**config.mk**
```make
export PLATFORM = sky130hd
export DESIGN_NAME = csr_config_status
export DESIGN_NICKNAME = d
export VERILOG_FILES = /design/src/hw/csr_pkg.sv /design/src/hw/csr_daisy_if.sv /design/src/hw/csr_config_status.sv /design/src/hw/csr_daisy_shifter.sv
export VERILOG_INCLUDE_DIRS = /design/src /design/src/hw
export SDC_FILE = /design/constraint.sdc
export NUM_CORES = 1
export LEC_CHECK = 0
export BUFFER_PORTS_ARGS = -buffer_cell sky130_fd_sc_hd__buf_2
export CAP_MARGIN = 5
export CORE_MARGIN = 2
export CORE_UTILIZATION = 43
export DETAILED_ROUTE_END_ITERATION = 8
export PLACE_DENSITY = 0.86
export SYNTH_ARGS = -nofsm -noshare
export SYNTH_HDL_FRONTEND = slang
export SYNTH_HIERARCHICAL = 1
export SYNTH_SLANG_ARGS = --single-unit
```
**constraint.sdc**
```tcl
create_clock -name clk -period 2 [get_ports clk]
set_clock_uncertainty 0.15 [all_clocks]
set_input_delay 0.3 -clock clk [delete_from_list [all_inputs] [get_ports clk]]
set_output_delay 0.3 -clock clk [all_outputs]
set_load 0.01 [all_outputs]
```
**src/hw/csr_map.svh**
```systemverilog
// Purpose: Named offsets, field positions, reset values and counts for the status block.
// Assumes: Register addresses are the 5-bit configuration register numbers.
// Notes:   Definitions only.
`ifndef CSR_MAP_SVH
`define CSR_MAP_SVH

`define CSR_ADDR_W        5
`define CSR_ADDR_STATUS   5'h07
`define CSR_ADDR_DAISY    5'h08

`define CSR_BIT_CRC       0
`define CSR_BIT_SECURED   1
`define CSR_BIT_CM_LOCK   2
`define CSR_BIT_IMP_MATCH 3
`define CSR_BIT_EOS       4
`define CSR_BIT_GTS       5
`define CSR_BIT_GWE       6
`define CSR_BIT_GHIGH     7
`define CSR_MODE_LO       8
`define CSR_MODE_HI       10
`define CSR_BIT_INIT_DONE 11
`define CSR_BIT_INIT_PIN  12
`define CSR_BIT_RELEASE   13
`define CSR_BIT_DONE_PIN  14
`define CSR_BIT_ID_FAULT  15
`define CSR_BIT_DEC_FAULT 16
`define CSR_PHASE_LO      18
`define CSR_PHASE_HI      20
`define CSR_WIDTH_LO      25
`define CSR_WIDTH_HI      26

`define CSR_WIDTH_X1      2'h0
`define CSR_WIDTH_X8      2'h1
`define CSR_WORD_ZERO     32'h00000000
`define CSR_BANK_COUNT    8
`define CSR_CM_COUNT      4
`define CSR_DAISY_LAST    5'h1F
`define CSR_DAISY_FIRST   5'h00

`endif

```
**src/hw/csr_pkg.sv**
```systemverilog
// Purpose: Types shared by the status block and its daisy shifter.
// Assumes: Nothing is included; the state codes are plain literals.
// Notes:   Types only.
package csr_pkg;
  typedef enum logic [1:0]
  {
    CSR_SH_IDLE  = 2'h1,
    CSR_SH_SHIFT = 2'h2
  } csr_shift_state_t;
  typedef logic [31:0] csr_word_t;
endpackage

```
**src/hw/csr_daisy_if.sv**
```systemverilog
// Purpose: Carries a daisy word from the register logic to the shifter.
// Assumes: One clock domain.
// Notes:   Load is a one-cycle pulse, taken only while busy is low.
`timescale 1ns/1ns
`default_nettype none
interface csr_daisy_if;
  logic        load;
  logic [31:0] word;
  logic        busy;
  logic        dout;
  modport regs    (output load, output word, input busy, input dout);
  modport shifter (input load, input word, output busy, output dout);
endinterface // csr_daisy_if
`default_nettype wire

```
**src/hw/csr_config_status.sv**
```systemverilog
// Purpose: Read-only configuration status word and daisy output data register.
// Assumes: All inputs are synchronous to clk; requests are one-cycle pulses.
// Notes:   Parallel port wins over JTAG when both request in one cycle.
//
// How it works
// - Status word is readable over the parallel port and the JTAG port.
// - Bits 26:25 give detected bus width: 00 x1, 01 x8, 10 x16, 11 x32.
// - Parallel modes load width 01 at mode sampling, kept until detection.
// - With internal access port enabled, width shows its width after completion.
// - Bits 20:18 give the startup phase in Gray code.
// - Bit 16 flags frame data written while decryption is enabled but not active.
// - Bit 15 flags frame data written without a passed identity check.
// - Bit 13 shows the internal completion release; the done pin level does not gate it.
// - Bit 11 is one once internal initialization has finished.
// - Bits 10:8 show the three sampled mode pins.
// - Bit 6 shows the global write enable.
// - Bit 5 shows the configuration global tristate; zero means high impedance.
// - Bit 4 mirrors the end-of-startup indication.
// - Bit 3 is the AND of bank impedance matches; unused banks give one.
// - Bit 2 is the AND of clock manager locks; unused managers give one.
// - Bit 1 shows that decryptor security has been set.
// - Words written to the daisy register leave serially on the data output.
`timescale 1ns/1ns
`default_nettype none
`include "csr_map.svh"
module csr_config_status
  import csr_pkg::*;
(
  // Clock and reset.
  input  wire logic                  clk,
  input  wire logic                  reset,
  // Parallel configuration port.
  input  wire logic                  par_req,
  input  wire logic                  par_write,
  input  wire logic [4:0]            par_addr,
  input  wire logic [31:0]           par_wdata,
  output var  logic                  par_rvalid,
  // JTAG configuration port.
  input  wire logic                  jtag_req,
  input  wire logic                  jtag_write,
  input  wire logic [4:0]            jtag_addr,
  input  wire logic [31:0]           jtag_wdata,
  output var  logic                  jtag_rvalid,
  // Shared read data.
  output var  logic [31:0]           rdata,
  // Bus width sources.
  input  wire logic                  mode_sampled,
  input  wire logic                  parallel_mode,
  input  wire logic                  width_detect_valid,
  input  wire logic [1:0]            width_detected,
  input  wire logic                  access_port_enabled,
  input  wire logic [1:0]            access_port_width,
  input  wire logic                  config_done,
  // Startup sequencer.
  input  wire logic [2:0]            startup_phase,
  input  wire logic                  startup_finished,
  input  wire logic                  completion_released,
  input  wire logic                  init_complete,
  // Frame data checks.
  input  wire logic                  frame_data_write,
  input  wire logic                  decrypt_enabled,
  input  wire logic                  decrypt_active,
  input  wire logic                  identity_passed,
  input  wire logic                  crc_fail,
  input  wire logic                  fault_clear,
  // Pins and globals.
  input  wire logic                  done_pin,
  input  wire logic                  init_pin,
  input  wire logic [2:0]            mode_pins,
  input  wire logic                  global_high_hold,
  input  wire logic                  global_write_enable,
  input  wire logic                  config_global_tristate,
  input  wire logic                  decryptor_secured,
  input  wire logic [7:0]            bank_match,
  input  wire logic [7:0]            bank_used,
  input  wire logic [3:0]            cm_locked,
  input  wire logic [3:0]            cm_used,
  // Daisy chain.
  input  wire logic                  daisy_mode,
  output var  logic                  daisy_dout,
  output var  logic                  daisy_busy
);
  // An idle member of a group must not pull the AND low.
  function automatic logic all_ok(input logic [7:0] ok, input logic [7:0] used);
    all_ok = &(ok | ~used);
  endfunction

  function automatic logic [2:0] phase_gray(input logic [2:0] phase);
    phase_gray = phase ^ {1'b0, phase[2:1]};
  endfunction

  logic [1:0]  width_q;
  logic [1:0]  width_d;
  logic [2:0]  phase_q;
  logic        dec_fault_q;
  logic        id_fault_q;
  logic        crc_q;
  logic        done_pin_q;
  logic        init_pin_q;
  logic        release_q;
  logic        init_done_q;
  logic [2:0]  mode_q;
  logic        ghigh_q;
  logic        gwe_q;
  logic        gts_q;
  logic        eos_q;
  logic        match_q;
  logic        lock_q;
  logic        secured_q;
  logic [31:0] rdata_q;
  logic        par_rvalid_q;
  logic        jtag_rvalid_q;
  csr_word_t   status_d;
  logic        sel_req;
  logic        sel_write;
  logic [4:0]  sel_addr;
  logic [31:0] sel_wdata;
  logic        dec_set;
  logic        id_set;
  logic        hit_status;
  logic        hit_daisy;

  // The shifter keeps its own busy state, so a refused load never disturbs a word in flight.
  csr_daisy_if dsy ();

  csr_daisy_shifter u_shifter
  (
    .clk   (clk),
    .reset (reset),
    .dsy   (dsy.shifter)
  );

  // Bus width: the access port wins after completion, then detection, then mode sampling.
  always_comb
  begin
    width_d = width_q;
    if (access_port_enabled && config_done)
      width_d = access_port_width;
    else if (width_detect_valid)
      width_d = width_detected;
    else if (mode_sampled && parallel_mode)
      width_d = `CSR_WIDTH_X8;
  end

  always_ff @(posedge clk or posedge reset)
  begin
    if (reset)
      width_q <= `CSR_WIDTH_X1;
    else
      width_q <= width_d;
  end

  always_ff @(posedge clk or posedge reset)
  begin
    if (reset)
      phase_q <= 3'h0;
    else
      // Gray code lets a slow reader never see two phase bits move at once.
      phase_q <= phase_gray(startup_phase);
  end

  assign dec_set = frame_data_write && decrypt_enabled && !decrypt_active;
  assign id_set  = frame_data_write && !identity_passed;

  // Faults are sticky; a new fault in the clearing cycle is kept.
  always_ff @(posedge clk or posedge reset)
  begin
    if (reset)
    begin
      dec_fault_q <= 1'b0;
      id_fault_q  <= 1'b0;
      crc_q       <= 1'b0;
    end
    else
    begin
      if (dec_set)
        dec_fault_q <= 1'b1;
      else if (fault_clear)
        dec_fault_q <= 1'b0;
      if (id_set)
        id_fault_q <= 1'b1;
      else if (fault_clear)
        id_fault_q <= 1'b0;
      if (crc_fail)
        crc_q <= 1'b1;
      else if (fault_clear)
        crc_q <= 1'b0;
    end
  end

  always_ff @(posedge clk or posedge reset)
  begin
    if (reset)
    begin
      done_pin_q  <= 1'b0;
      init_pin_q  <= 1'b0;
      release_q   <= 1'b0;
      init_done_q <= 1'b0;
      mode_q      <= 3'h0;
    end
    else
    begin
      done_pin_q  <= done_pin;
      init_pin_q  <= init_pin;
      release_q   <= completion_released;
      init_done_q <= init_complete;
      mode_q      <= mode_pins;
    end
  end

  // Globals reset to their safe, configuration-time values.
  always_ff @(posedge clk or posedge reset)
  begin
    if (reset)
    begin
      ghigh_q   <= 1'b0;
      gwe_q     <= 1'b0;
      gts_q     <= 1'b0;
      eos_q     <= 1'b0;
      match_q   <= 1'b0;
      lock_q    <= 1'b0;
      secured_q <= 1'b0;
    end
    else
    begin
      ghigh_q   <= global_high_hold;
      gwe_q     <= global_write_enable;
      gts_q     <= config_global_tristate;
      eos_q     <= startup_finished;
      match_q   <= all_ok(bank_match, bank_used);
      lock_q    <= all_ok({4'h0, cm_locked}, {4'h0, cm_used});
      secured_q <= decryptor_secured;
    end
  end

  always_comb
  begin
    // Reserved and unused positions stay zero from this default.
    status_d = `CSR_WORD_ZERO;
    status_d[`CSR_WIDTH_HI:`CSR_WIDTH_LO] = width_q;
    status_d[`CSR_PHASE_HI:`CSR_PHASE_LO] = phase_q;
    status_d[`CSR_BIT_DEC_FAULT] = dec_fault_q;
    status_d[`CSR_BIT_ID_FAULT]  = id_fault_q;
    status_d[`CSR_BIT_DONE_PIN]  = done_pin_q;
    status_d[`CSR_BIT_RELEASE]   = release_q;
    status_d[`CSR_BIT_INIT_PIN]  = init_pin_q;
    status_d[`CSR_BIT_INIT_DONE] = init_done_q;
    status_d[`CSR_MODE_HI:`CSR_MODE_LO] = mode_q;
    status_d[`CSR_BIT_GHIGH]     = ghigh_q;
    status_d[`CSR_BIT_GWE]       = gwe_q;
    status_d[`CSR_BIT_GTS]       = gts_q;
    status_d[`CSR_BIT_EOS]       = eos_q;
    status_d[`CSR_BIT_IMP_MATCH] = match_q;
    status_d[`CSR_BIT_CM_LOCK]   = lock_q;
    status_d[`CSR_BIT_SECURED]   = secured_q;
    status_d[`CSR_BIT_CRC]       = crc_q;
  end

  // One port is served per cycle; a JTAG request beside a parallel one is dropped.
  always_comb
  begin
    if (par_req)
    begin
      sel_req   = 1'b1;
      sel_write = par_write;
      sel_addr  = par_addr;
      sel_wdata = par_wdata;
    end
    else
    begin
      sel_req   = jtag_req;
      sel_write = jtag_write;
      sel_addr  = jtag_addr;
      sel_wdata = jtag_wdata;
    end
  end

  // Numbers outside the map select nothing, so reads of them return zero.
  always_comb
  begin
    hit_status = 1'b0;
    hit_daisy  = 1'b0;
    if (sel_addr == `CSR_ADDR_STATUS)
      hit_status = 1'b1;
    else if (sel_addr == `CSR_ADDR_DAISY)
      hit_daisy = 1'b1;
  end

  // Read data holds until the next read, so a slow host may pick it up late.
  always_ff @(posedge clk or posedge reset)
  begin
    if (reset)
    begin
      rdata_q       <= `CSR_WORD_ZERO;
      par_rvalid_q  <= 1'b0;
      jtag_rvalid_q <= 1'b0;
    end
    else
    begin
      par_rvalid_q  <= par_req && !par_write;
      jtag_rvalid_q <= !par_req && jtag_req && !jtag_write;
      if (sel_req && !sel_write)
      begin
        if (hit_status)
          rdata_q <= status_d;
        else
          rdata_q <= `CSR_WORD_ZERO;
      end
    end
  end

  // Daisy words only go out in daisy mode and when the shifter is free.
  assign dsy.load = sel_req && sel_write && hit_daisy && daisy_mode && !dsy.busy;
  assign dsy.word = sel_wdata;

  // A status write sets only hit_status, which no write path uses, so it changes nothing.
  always_ff @(posedge clk or posedge reset)
  begin
    if (reset)
    begin
      daisy_dout <= 1'b0;
      daisy_busy <= 1'b0;
    end
    else
    begin
      daisy_dout <= dsy.dout;
      daisy_busy <= dsy.busy;
    end
  end

  assign rdata       = rdata_q;
  assign par_rvalid  = par_rvalid_q;
  assign jtag_rvalid = jtag_rvalid_q;
endmodule // csr_config_status
`default_nettype wire

```
**src/hw/csr_daisy_shifter.sv**
```systemverilog
// Purpose: Shifts a loaded daisy word out toward the next device, MSB first.
// Assumes: Daisy mode is checked by the register logic before a load.
// Notes:   A load while busy is ignored.
`timescale 1ns/1ns
`default_nettype none
`include "csr_map.svh"
module csr_daisy_shifter
  import csr_pkg::*;
(
  // Clock and reset.
  input  wire logic  clk,
  input  wire logic  reset,
  // Link to the register logic.
  csr_daisy_if.shifter dsy
);
  csr_shift_state_t state_q;
  logic [31:0]      shift_q;
  logic [4:0]       count_q;
  logic             dout_q;

  always_ff @(posedge clk or posedge reset)
  begin
    if (reset)
    begin
      state_q <= CSR_SH_IDLE;
      count_q <= `CSR_DAISY_FIRST;
    end
    else
    begin
      case (state_q)
        CSR_SH_IDLE:
        begin
          if (dsy.load)
          begin
            state_q <= CSR_SH_SHIFT;
            count_q <= `CSR_DAISY_FIRST;
          end
        end
        CSR_SH_SHIFT:
        begin
          if (count_q == `CSR_DAISY_LAST)
            state_q <= CSR_SH_IDLE;
          count_q <= 5'(count_q + 5'h01);
        end
        default:
          state_q <= CSR_SH_IDLE;
      endcase
    end
  end

  // Each bit stands on the serial output for one clock.
  always_ff @(posedge clk or posedge reset)
  begin
    if (reset)
    begin
      shift_q <= `CSR_WORD_ZERO;
      dout_q  <= 1'b0;
    end
    else if (state_q == CSR_SH_IDLE && dsy.load)
    begin
      shift_q <= {dsy.word[30:0], 1'b0};
      dout_q  <= dsy.word[31];
    end
    else if (state_q == CSR_SH_SHIFT && count_q != `CSR_DAISY_LAST)
    begin
      shift_q <= {shift_q[30:0], 1'b0};
      dout_q  <= shift_q[31];
    end
  end

  assign dsy.busy = (state_q == CSR_SH_SHIFT);
  assign dsy.dout = dout_q;
endmodule // csr_daisy_shifter
`default_nettype wire

```
======== Word level (Yosys, flattened, before mapping) ========
Index checks and enable logic that the tools add are counted.
word-level totals
  register bits ........................... 98
  input bits .............................. 135
  output and inout bits ................... 36
  word-level logic and storage cells ...... 96
cells by class
  add/sub/neg operators ................... 1
  equality and inequality tests ........... 8
  multiplexer cells ....................... 24
  bitwise logic cells ..................... 5
  reduce and logical (&&, ||, !) cells .... 32
operators with widths
  operator                                                count
  2-to-1 mux 32 bit                                       3
  2-to-1 mux 27 bit                                       1
  AND reduction 8 bit                                     2
  logical AND 1 bit                                       15
  2-to-1 mux 1 bit                                        11
  2-to-1 mux 2 bit                                        5
  2-to-1 mux 5 bit                                        2
  case mux 5 bit (2 select lines)                         1
  nonzero test 2 bit                                      5
  inverter 4 -> 8 bit                                     1
  inverter 8 bit                                          1
  OR 4 x 8 -> 8 bit                                       1
  OR 8 bit                                                1
  logical NOT 1 bit                                       7
  adder 5 x 1 -> 5 bit (second input constant)            1
  equality test 5 x 3 -> 1 bit (second input constant)    1
  equality test 5 x 4 -> 1 bit (second input constant)    1
  equality test 5 bit (second input constant)             1
  inequality test 5 bit (second input constant)           1
  inequality test 2 x 1 -> 1 bit (second input constant)  2
  case mux 2 bit (2 select lines)                         1
  AND reduction 2 bit                                     2
  nonzero test 3 bit                                      1
  XOR 3 x 2 -> 3 bit                                      1
  2 further kinds                                         2

======== Longest topological paths before layout ========
  depth after elaboration ................. 9
  depth in mapped cells ................... 8
  mapped depth without buffers ............ 7

======== Hierarchy ========
The synthesis kept the hierarchy.
by module, submodules not included
  module             times used  cells an instance  area each (µm²)  sequential area each (µm²)
  csr_config_status  1           199                2334.7           1201.2
  csr_daisy_shifter  1           205                1756.7           977.2

======== Worst setup path before layout ========
No wires, ideal clock.
  kind .................................... flip-flop to flip-flop
  start point ............................. register u_shifter.state_q[0]
  end point ............................... register u_shifter.shift_q[10]
  setup time .............................. 0.082 ns
  arrival ................................. 1.817 ns
  data required time ...................... 1.768 ns
  path slack .............................. -0.049 ns
  cell stages (with the launch flop) ...... 8
  buffers on the path ..................... 2
  period minus slack after synthesis ...... 2.049 ns
  cells stage by stage .................... dfstp_2 > nand2b_1 > inv_1 > nor4b_2 > nand3b_1 > buf_2 > buf_1 > a31oi_1
on the way
  word-level cells in the longest chain between the ends .. 5
  elaborated cells between the ends (all ways) .. 8
  those cells by class .................... eq/ne (2); mux (1); reduce/logical (5)
ends and longest elaborated chain
  what                                                     RTL line                  RTL
  from (decl)                                              csr_daisy_shifter.sv:16   csr_shift_state_t state_q;
  from (signal assigned)                                   csr_daisy_shifter.sv:25   state_q <= CSR_SH_IDLE;
  from (signal assigned)                                   csr_daisy_shifter.sv:35   state_q <= CSR_SH_SHIFT;
  from (signal assigned)                                   csr_daisy_shifter.sv:42   state_q <= CSR_SH_IDLE;
  equality test 2 bit *                                    csr_daisy_shifter.sv:71   assign dsy.busy = (state_q == CSR_SH_SHIFT);
  net dsy.busy                                             csr_daisy_if.sv:9         logic busy;
  logical NOT 1 bit *                                      csr_config_status.sv:313  assign dsy.load = sel_req && sel_write && hit_daisy && daisy_mode && !dsy.busy;
  logical AND 1 bit *                                      csr_config_status.sv:313
  net dsy.load                                             csr_daisy_if.sv:7         logic load;
  logical AND 1 bit *                                      csr_daisy_shifter.sv:59   else if (state_q == CSR_SH_IDLE && dsy.load)
  2-to-1 mux 32 bit or nonzero test 2 bit (tied branches)  n/a
  to (signal assigned)                                     csr_daisy_shifter.sv:56   shift_q <= `CSR_WORD_ZERO;
  to (signal assigned)                                     csr_daisy_shifter.sv:61   shift_q <= {dsy.word[30:0], 1'b0};
  to (signal assigned)                                     csr_daisy_shifter.sv:66   shift_q <= {shift_q[30:0], 1'b0};
  to (decl)                                                csr_daisy_shifter.sv:17   logic [31:0] shift_q;
Mark *: on every way through the listed nets, which the timed path passes. The rest lies on a longest branch.
A chain may end at the register's enable or synchronous reset.

======== Final worst setup path ========
  start point ............................. register u_shifter.count_q[0]
  end point ............................... register u_shifter.shift_q[24]
on the way
  word-level cells in the longest chain between the ends .. 3
ends and longest elaborated chain
  what                             RTL line                 RTL
  from (decl)                      csr_daisy_shifter.sv:18  logic [4:0] count_q;
  from (signal assigned)           csr_daisy_shifter.sv:26  count_q <= `CSR_DAISY_FIRST;
  from (signal assigned)           csr_daisy_shifter.sv:36  count_q <= `CSR_DAISY_FIRST;
  from (signal assigned)           csr_daisy_shifter.sv:43  count_q <= 5'(count_q + 5'h01);
  inequality test 5 bit (no line)  n/a
  logical AND 1 bit (no line)      n/a
  nonzero test 2 bit (no line)     n/a
No other way between the ends.

==> parameters.txt <==
Parameter                              Value

Outcome
  Outcome    finished, final reports clean

Setup path
  CP max FO    25
  Critical Path AT    2.05 ns
  Required @ worst endpoint    2.08 ns
  Critical R2R Launch    u_shifter/count_q[0]
  Startpoint type of the worst setup path    flip-flop
  Critical setup path kind    reg -> reg
  Series of cell instances along the critical path    ha_2 > and3_4 > ha_4 > or3b_4 > buf_12 > nand2_1 > a31oi_1
  Critical Path Slowest Stage Cell    sky130_fd_sc_hd__or3b_4
  Flop2flop setup slack    0.03 ns
  Crit path launch    u_shifter/count_q[0]
  Endpoint type of the worst setup path    flip-flop
  Delay of the slowest cell on the worst path    0.41 ns

Yosys
  Flip-flop and latch count after synthesis    87
  Yosys Warn Count    6
  Simple-Gate Fraction of Synth Area    0.147
  Synthesized area divided by synthesized cell count    10.1 sq um
  Mux cell area share after synthesis    0.0905
  Number of enable-type register cells in the synthesized netlist    0
  Compound-gate portion of the synthesized area    0.154
  Adder-cell area share of the yosys netlist    0.00612
  Share of synthesized registers carrying an async set or reset    1.00
  XOR/XNOR share of the synthesized area    0.00428
  Primary FF master, synth    sky130_fd_sc_hd__dfrtp_1
  Number of distinct library cells after synthesis    40
  Cell Area, Synth    0.00409 sq mm
  Combinational family with the most area after synthesis    compound AO/OA/AOI/OAI gates
  Mapped Cells    404
  Register area share after synthesis    0.532

Layout
  Layout cells sized above 1    0.434
  Antenna cells    0
  Most frequent cells in the layout    sky130_fd_sc_hd__buf_2, sky130_fd_sc_hd__dfrtp_1, sky130_fd_sc_hd__nand2_1
  Seq. cell area    0.00218 sq mm
  Post-Layout Cell Count    733
  Number of fill cells    731
  Relative area change from synthesis to final layout    40.8%
  Most common cell after layout, fill and taps aside    sky130_fd_sc_hd__buf_2
  Area taken by multi-input logic gates    0.00176 sq mm
  Count of nets after finishing    736

CTS
  Insertion delay of the later-clocked pin in the worst-skew pair    0.35 ns
  TritonCTS clock tree    yes
  Reg clk slew, reported paths    0.08 ns
  Number of buffers added by the clock tree synthesis step    9
  TritonCTS sink count    87
  CTS Root Buffer Type    sky130_fd_sc_hd__clkbuf_8
  Buffers from clock root to sink, at most    2
  H-tree lvl count    3

Pwr
  Peak supply drop    0.000364 V
  Design internal power    2.87 mW
  Share of power burned in registers    0.511
  Fraction of power spent switching nets    0.246
  Leakage power total    2.87 nW
  Fraction of power consumed by combinational cells    0.136
  Psw    0.936 mW
  Power Density    661 mW/mm^2
  Relative contribution of the clock network to total power    0.353

Floorplan
  Chip Width    102 um
  Die height    102 um
  Count of pins on the block boundary    171
  Total Die Area    0.0103 sq mm
  Core ar.    0.00924 sq mm
  Standard-cell rows    35
  Starting density of the core    0.443

Drt
  Final wirelength    11.4 mm
  Number of design-rule violations left by the first detailed-router iteration    113
  Total vias in the final route    3748
  Residual DRC count    0
  Post-DR vias/cell    5.11
  Final ANT Viol Nets    0
  Initial DRT Pass Iterations    4
  Avg WL per Cell    15.6 um

Timing
  Sum of negative setup slack    0 ns
  Transition time at the pin with the least slew margin    0.584 ns
  Relative slew slack    0.608
  RSZ-0062 raised after global routing    true
  Number of pins exceeding their max-slew limit in the final report    0
  Setup-failing EPs final    0
  Fin crit share    0.987
  Final period demand of the worst path    1.97 ns
  Final hold vios    0
  Max Freq    506 MHz

Place
  Placed Cells incl. Taps    687
  Number of buffers added on ports    160
  DP HPWL    7.49 mm
  Final estimated routing congestion in global placement    0.805

Hold path
  Launch point of the worst hold path    startup_phase[1]
  Worst Hold Class    in -> reg

Global route
  Number of global-route vias before repair    3751
  Gr ovfl total    0
  Global router's overall resource usage    0.219
  Wire length of the first global-routing pass    17.8 mm
  Initial antenna violation count    0
  Maximum number of pins on one net before global-route repair    51

Flow run
  Maxcap violations    0
power by group through the flow:
stage	Sequential [mW]	Clock [mW]	Combinational, mW
CTS	1.94	1.38	0.516
finish	1.95	1.34	0.519
floorplan	1.96	0	0.270
global route	1.96	1.46	0.577
global placement	1.97	0	0.457
detailed placement	1.97	0	0.480
flip-flops by register name (all words and copies together), names as in the netlist, 2 cells and up:
name	flops
rdata	22
phase_q	3
u_shifter/count_q	5
u_shifter/shift_q	31
mode_q	3
width_q	2
u_shifter/state_q	2
cell type report:
cell class | count | share of cell area
sequential | 87 | 0.378
clock buffer | 10 | 0.0222
clock inverter | 6 | 0.0161
inverter | 18 | 0.0117
multi-input combinational | 272 | 0.305
tap | 129 | 0.0280
timing repair buffer | 211 | 0.239
cell families after synthesis:
| family | count (synthesis) |
|---|---|
| xor gates and xnor gates | 2 |
| AOI/OAI and AO/OA | 94 |
| muxes | 33 |
| buffers and inverters | 54 |
| adders and majority gates | 2 |
| DFF | 87 |
| and+or+nand+nor | 131 |
| other | 1 |
what timing repair did:
item | in CTS | in global routing
resized for setup | 11 | 9
hold endpoints to repair | 52 | 0
setup endpoints to repair | 32 | 37
buffers inserted | 4 | 5
cloned | 2 | 1
pin swaps | 8 | 5
hold buffers | 20 | 0
path summary, 6_finish.rpt:
kind / cells past startpoint / end
min in group asynchronous: 3 / u_shifter/shift_q[19]
worst min-delay path: 2 / phase_q[1]
max in group asynchronous: 4 / u_shifter/state_q[0]
worst min register to register: 0 / daisy_dout
worst max-delay path: 7 / u_shifter/shift_q[24]
worst max register to register: 7 / u_shifter/shift_q[24]
through the flow:
| stage | power, mW | hold slack (ns) | area, sq um | setup slack (ns) | utilization |
|---|---|---|---|---|---|
| floorplan | 2.23 | 0.181 | 4140 | 0.0271 | - |
| global placement | 2.43 | 0.173 | 5140 | -0.0607 | 0.556 |
| detailed placement | 2.45 | 0.188 | 5140 | -0.125 | 0.556 |
| CTS | 3.84 | 0.00694 | 5690 | 0.00956 | 0.616 |
| global route | 4.00 | 0.0156 | 5760 | -0.0505 | 0.623 |
| finish | 3.81 | 0.0348 | 5760 | 0.0256 | 0.623 |
cells in the mapped netlist, drive strengths merged (2+ instances only):
library cell | number | share of area
a21oi | 5 | 0.0061
a22o | 2 | 0.0043
a31oi | 31 | 0.047
buf | 31 | 0.044
clkbuf | 5 | 0.0046
dfrtp | 86 | 0.53
ha | 2 | 0.0061
inv | 18 | 0.017
mux2 | 32 | 0.088
nand2 | 72 | 0.066
nand3 | 8 | 0.0098
nand3b | 3 | 0.0055
nor2 | 32 | 0.029
nor3b | 3 | 0.0080
nor4b | 4 | 0.012
nor4bb | 2 | 0.0049
o21ai | 23 | 0.028
o22ai | 5 | 0.0076
o2bb2ai | 24 | 0.051
xor2 | 2 | 0.0043
worst max-delay path, delay by kind of cell (launching register included):
kind | cells | cell delay, ns
AOI/OAI and AO/OA | 1 | 0.08
adders and majority gates | 2 | 0.37
buffers and inverters | 1 | 0.17
DFF | 1 | 0.40
and+or+nand+nor | 3 | 0.67
layer usage:
| layer | GRT usage | up-vias | share of wire |
|---|---|---|---|
| met5 | 0 | - | 0 |
| met4 | 0.0665 | 0 | 0.023 |
| met3 | 0.0614 | 18 | 0.072 |
| met2 | 0.388 | 153 | 0.51 |
| met1 | 0.258 | 1799 | 0.39 |
| li1 | - | 1778 | - |
(Power assumes the default switching activity.)
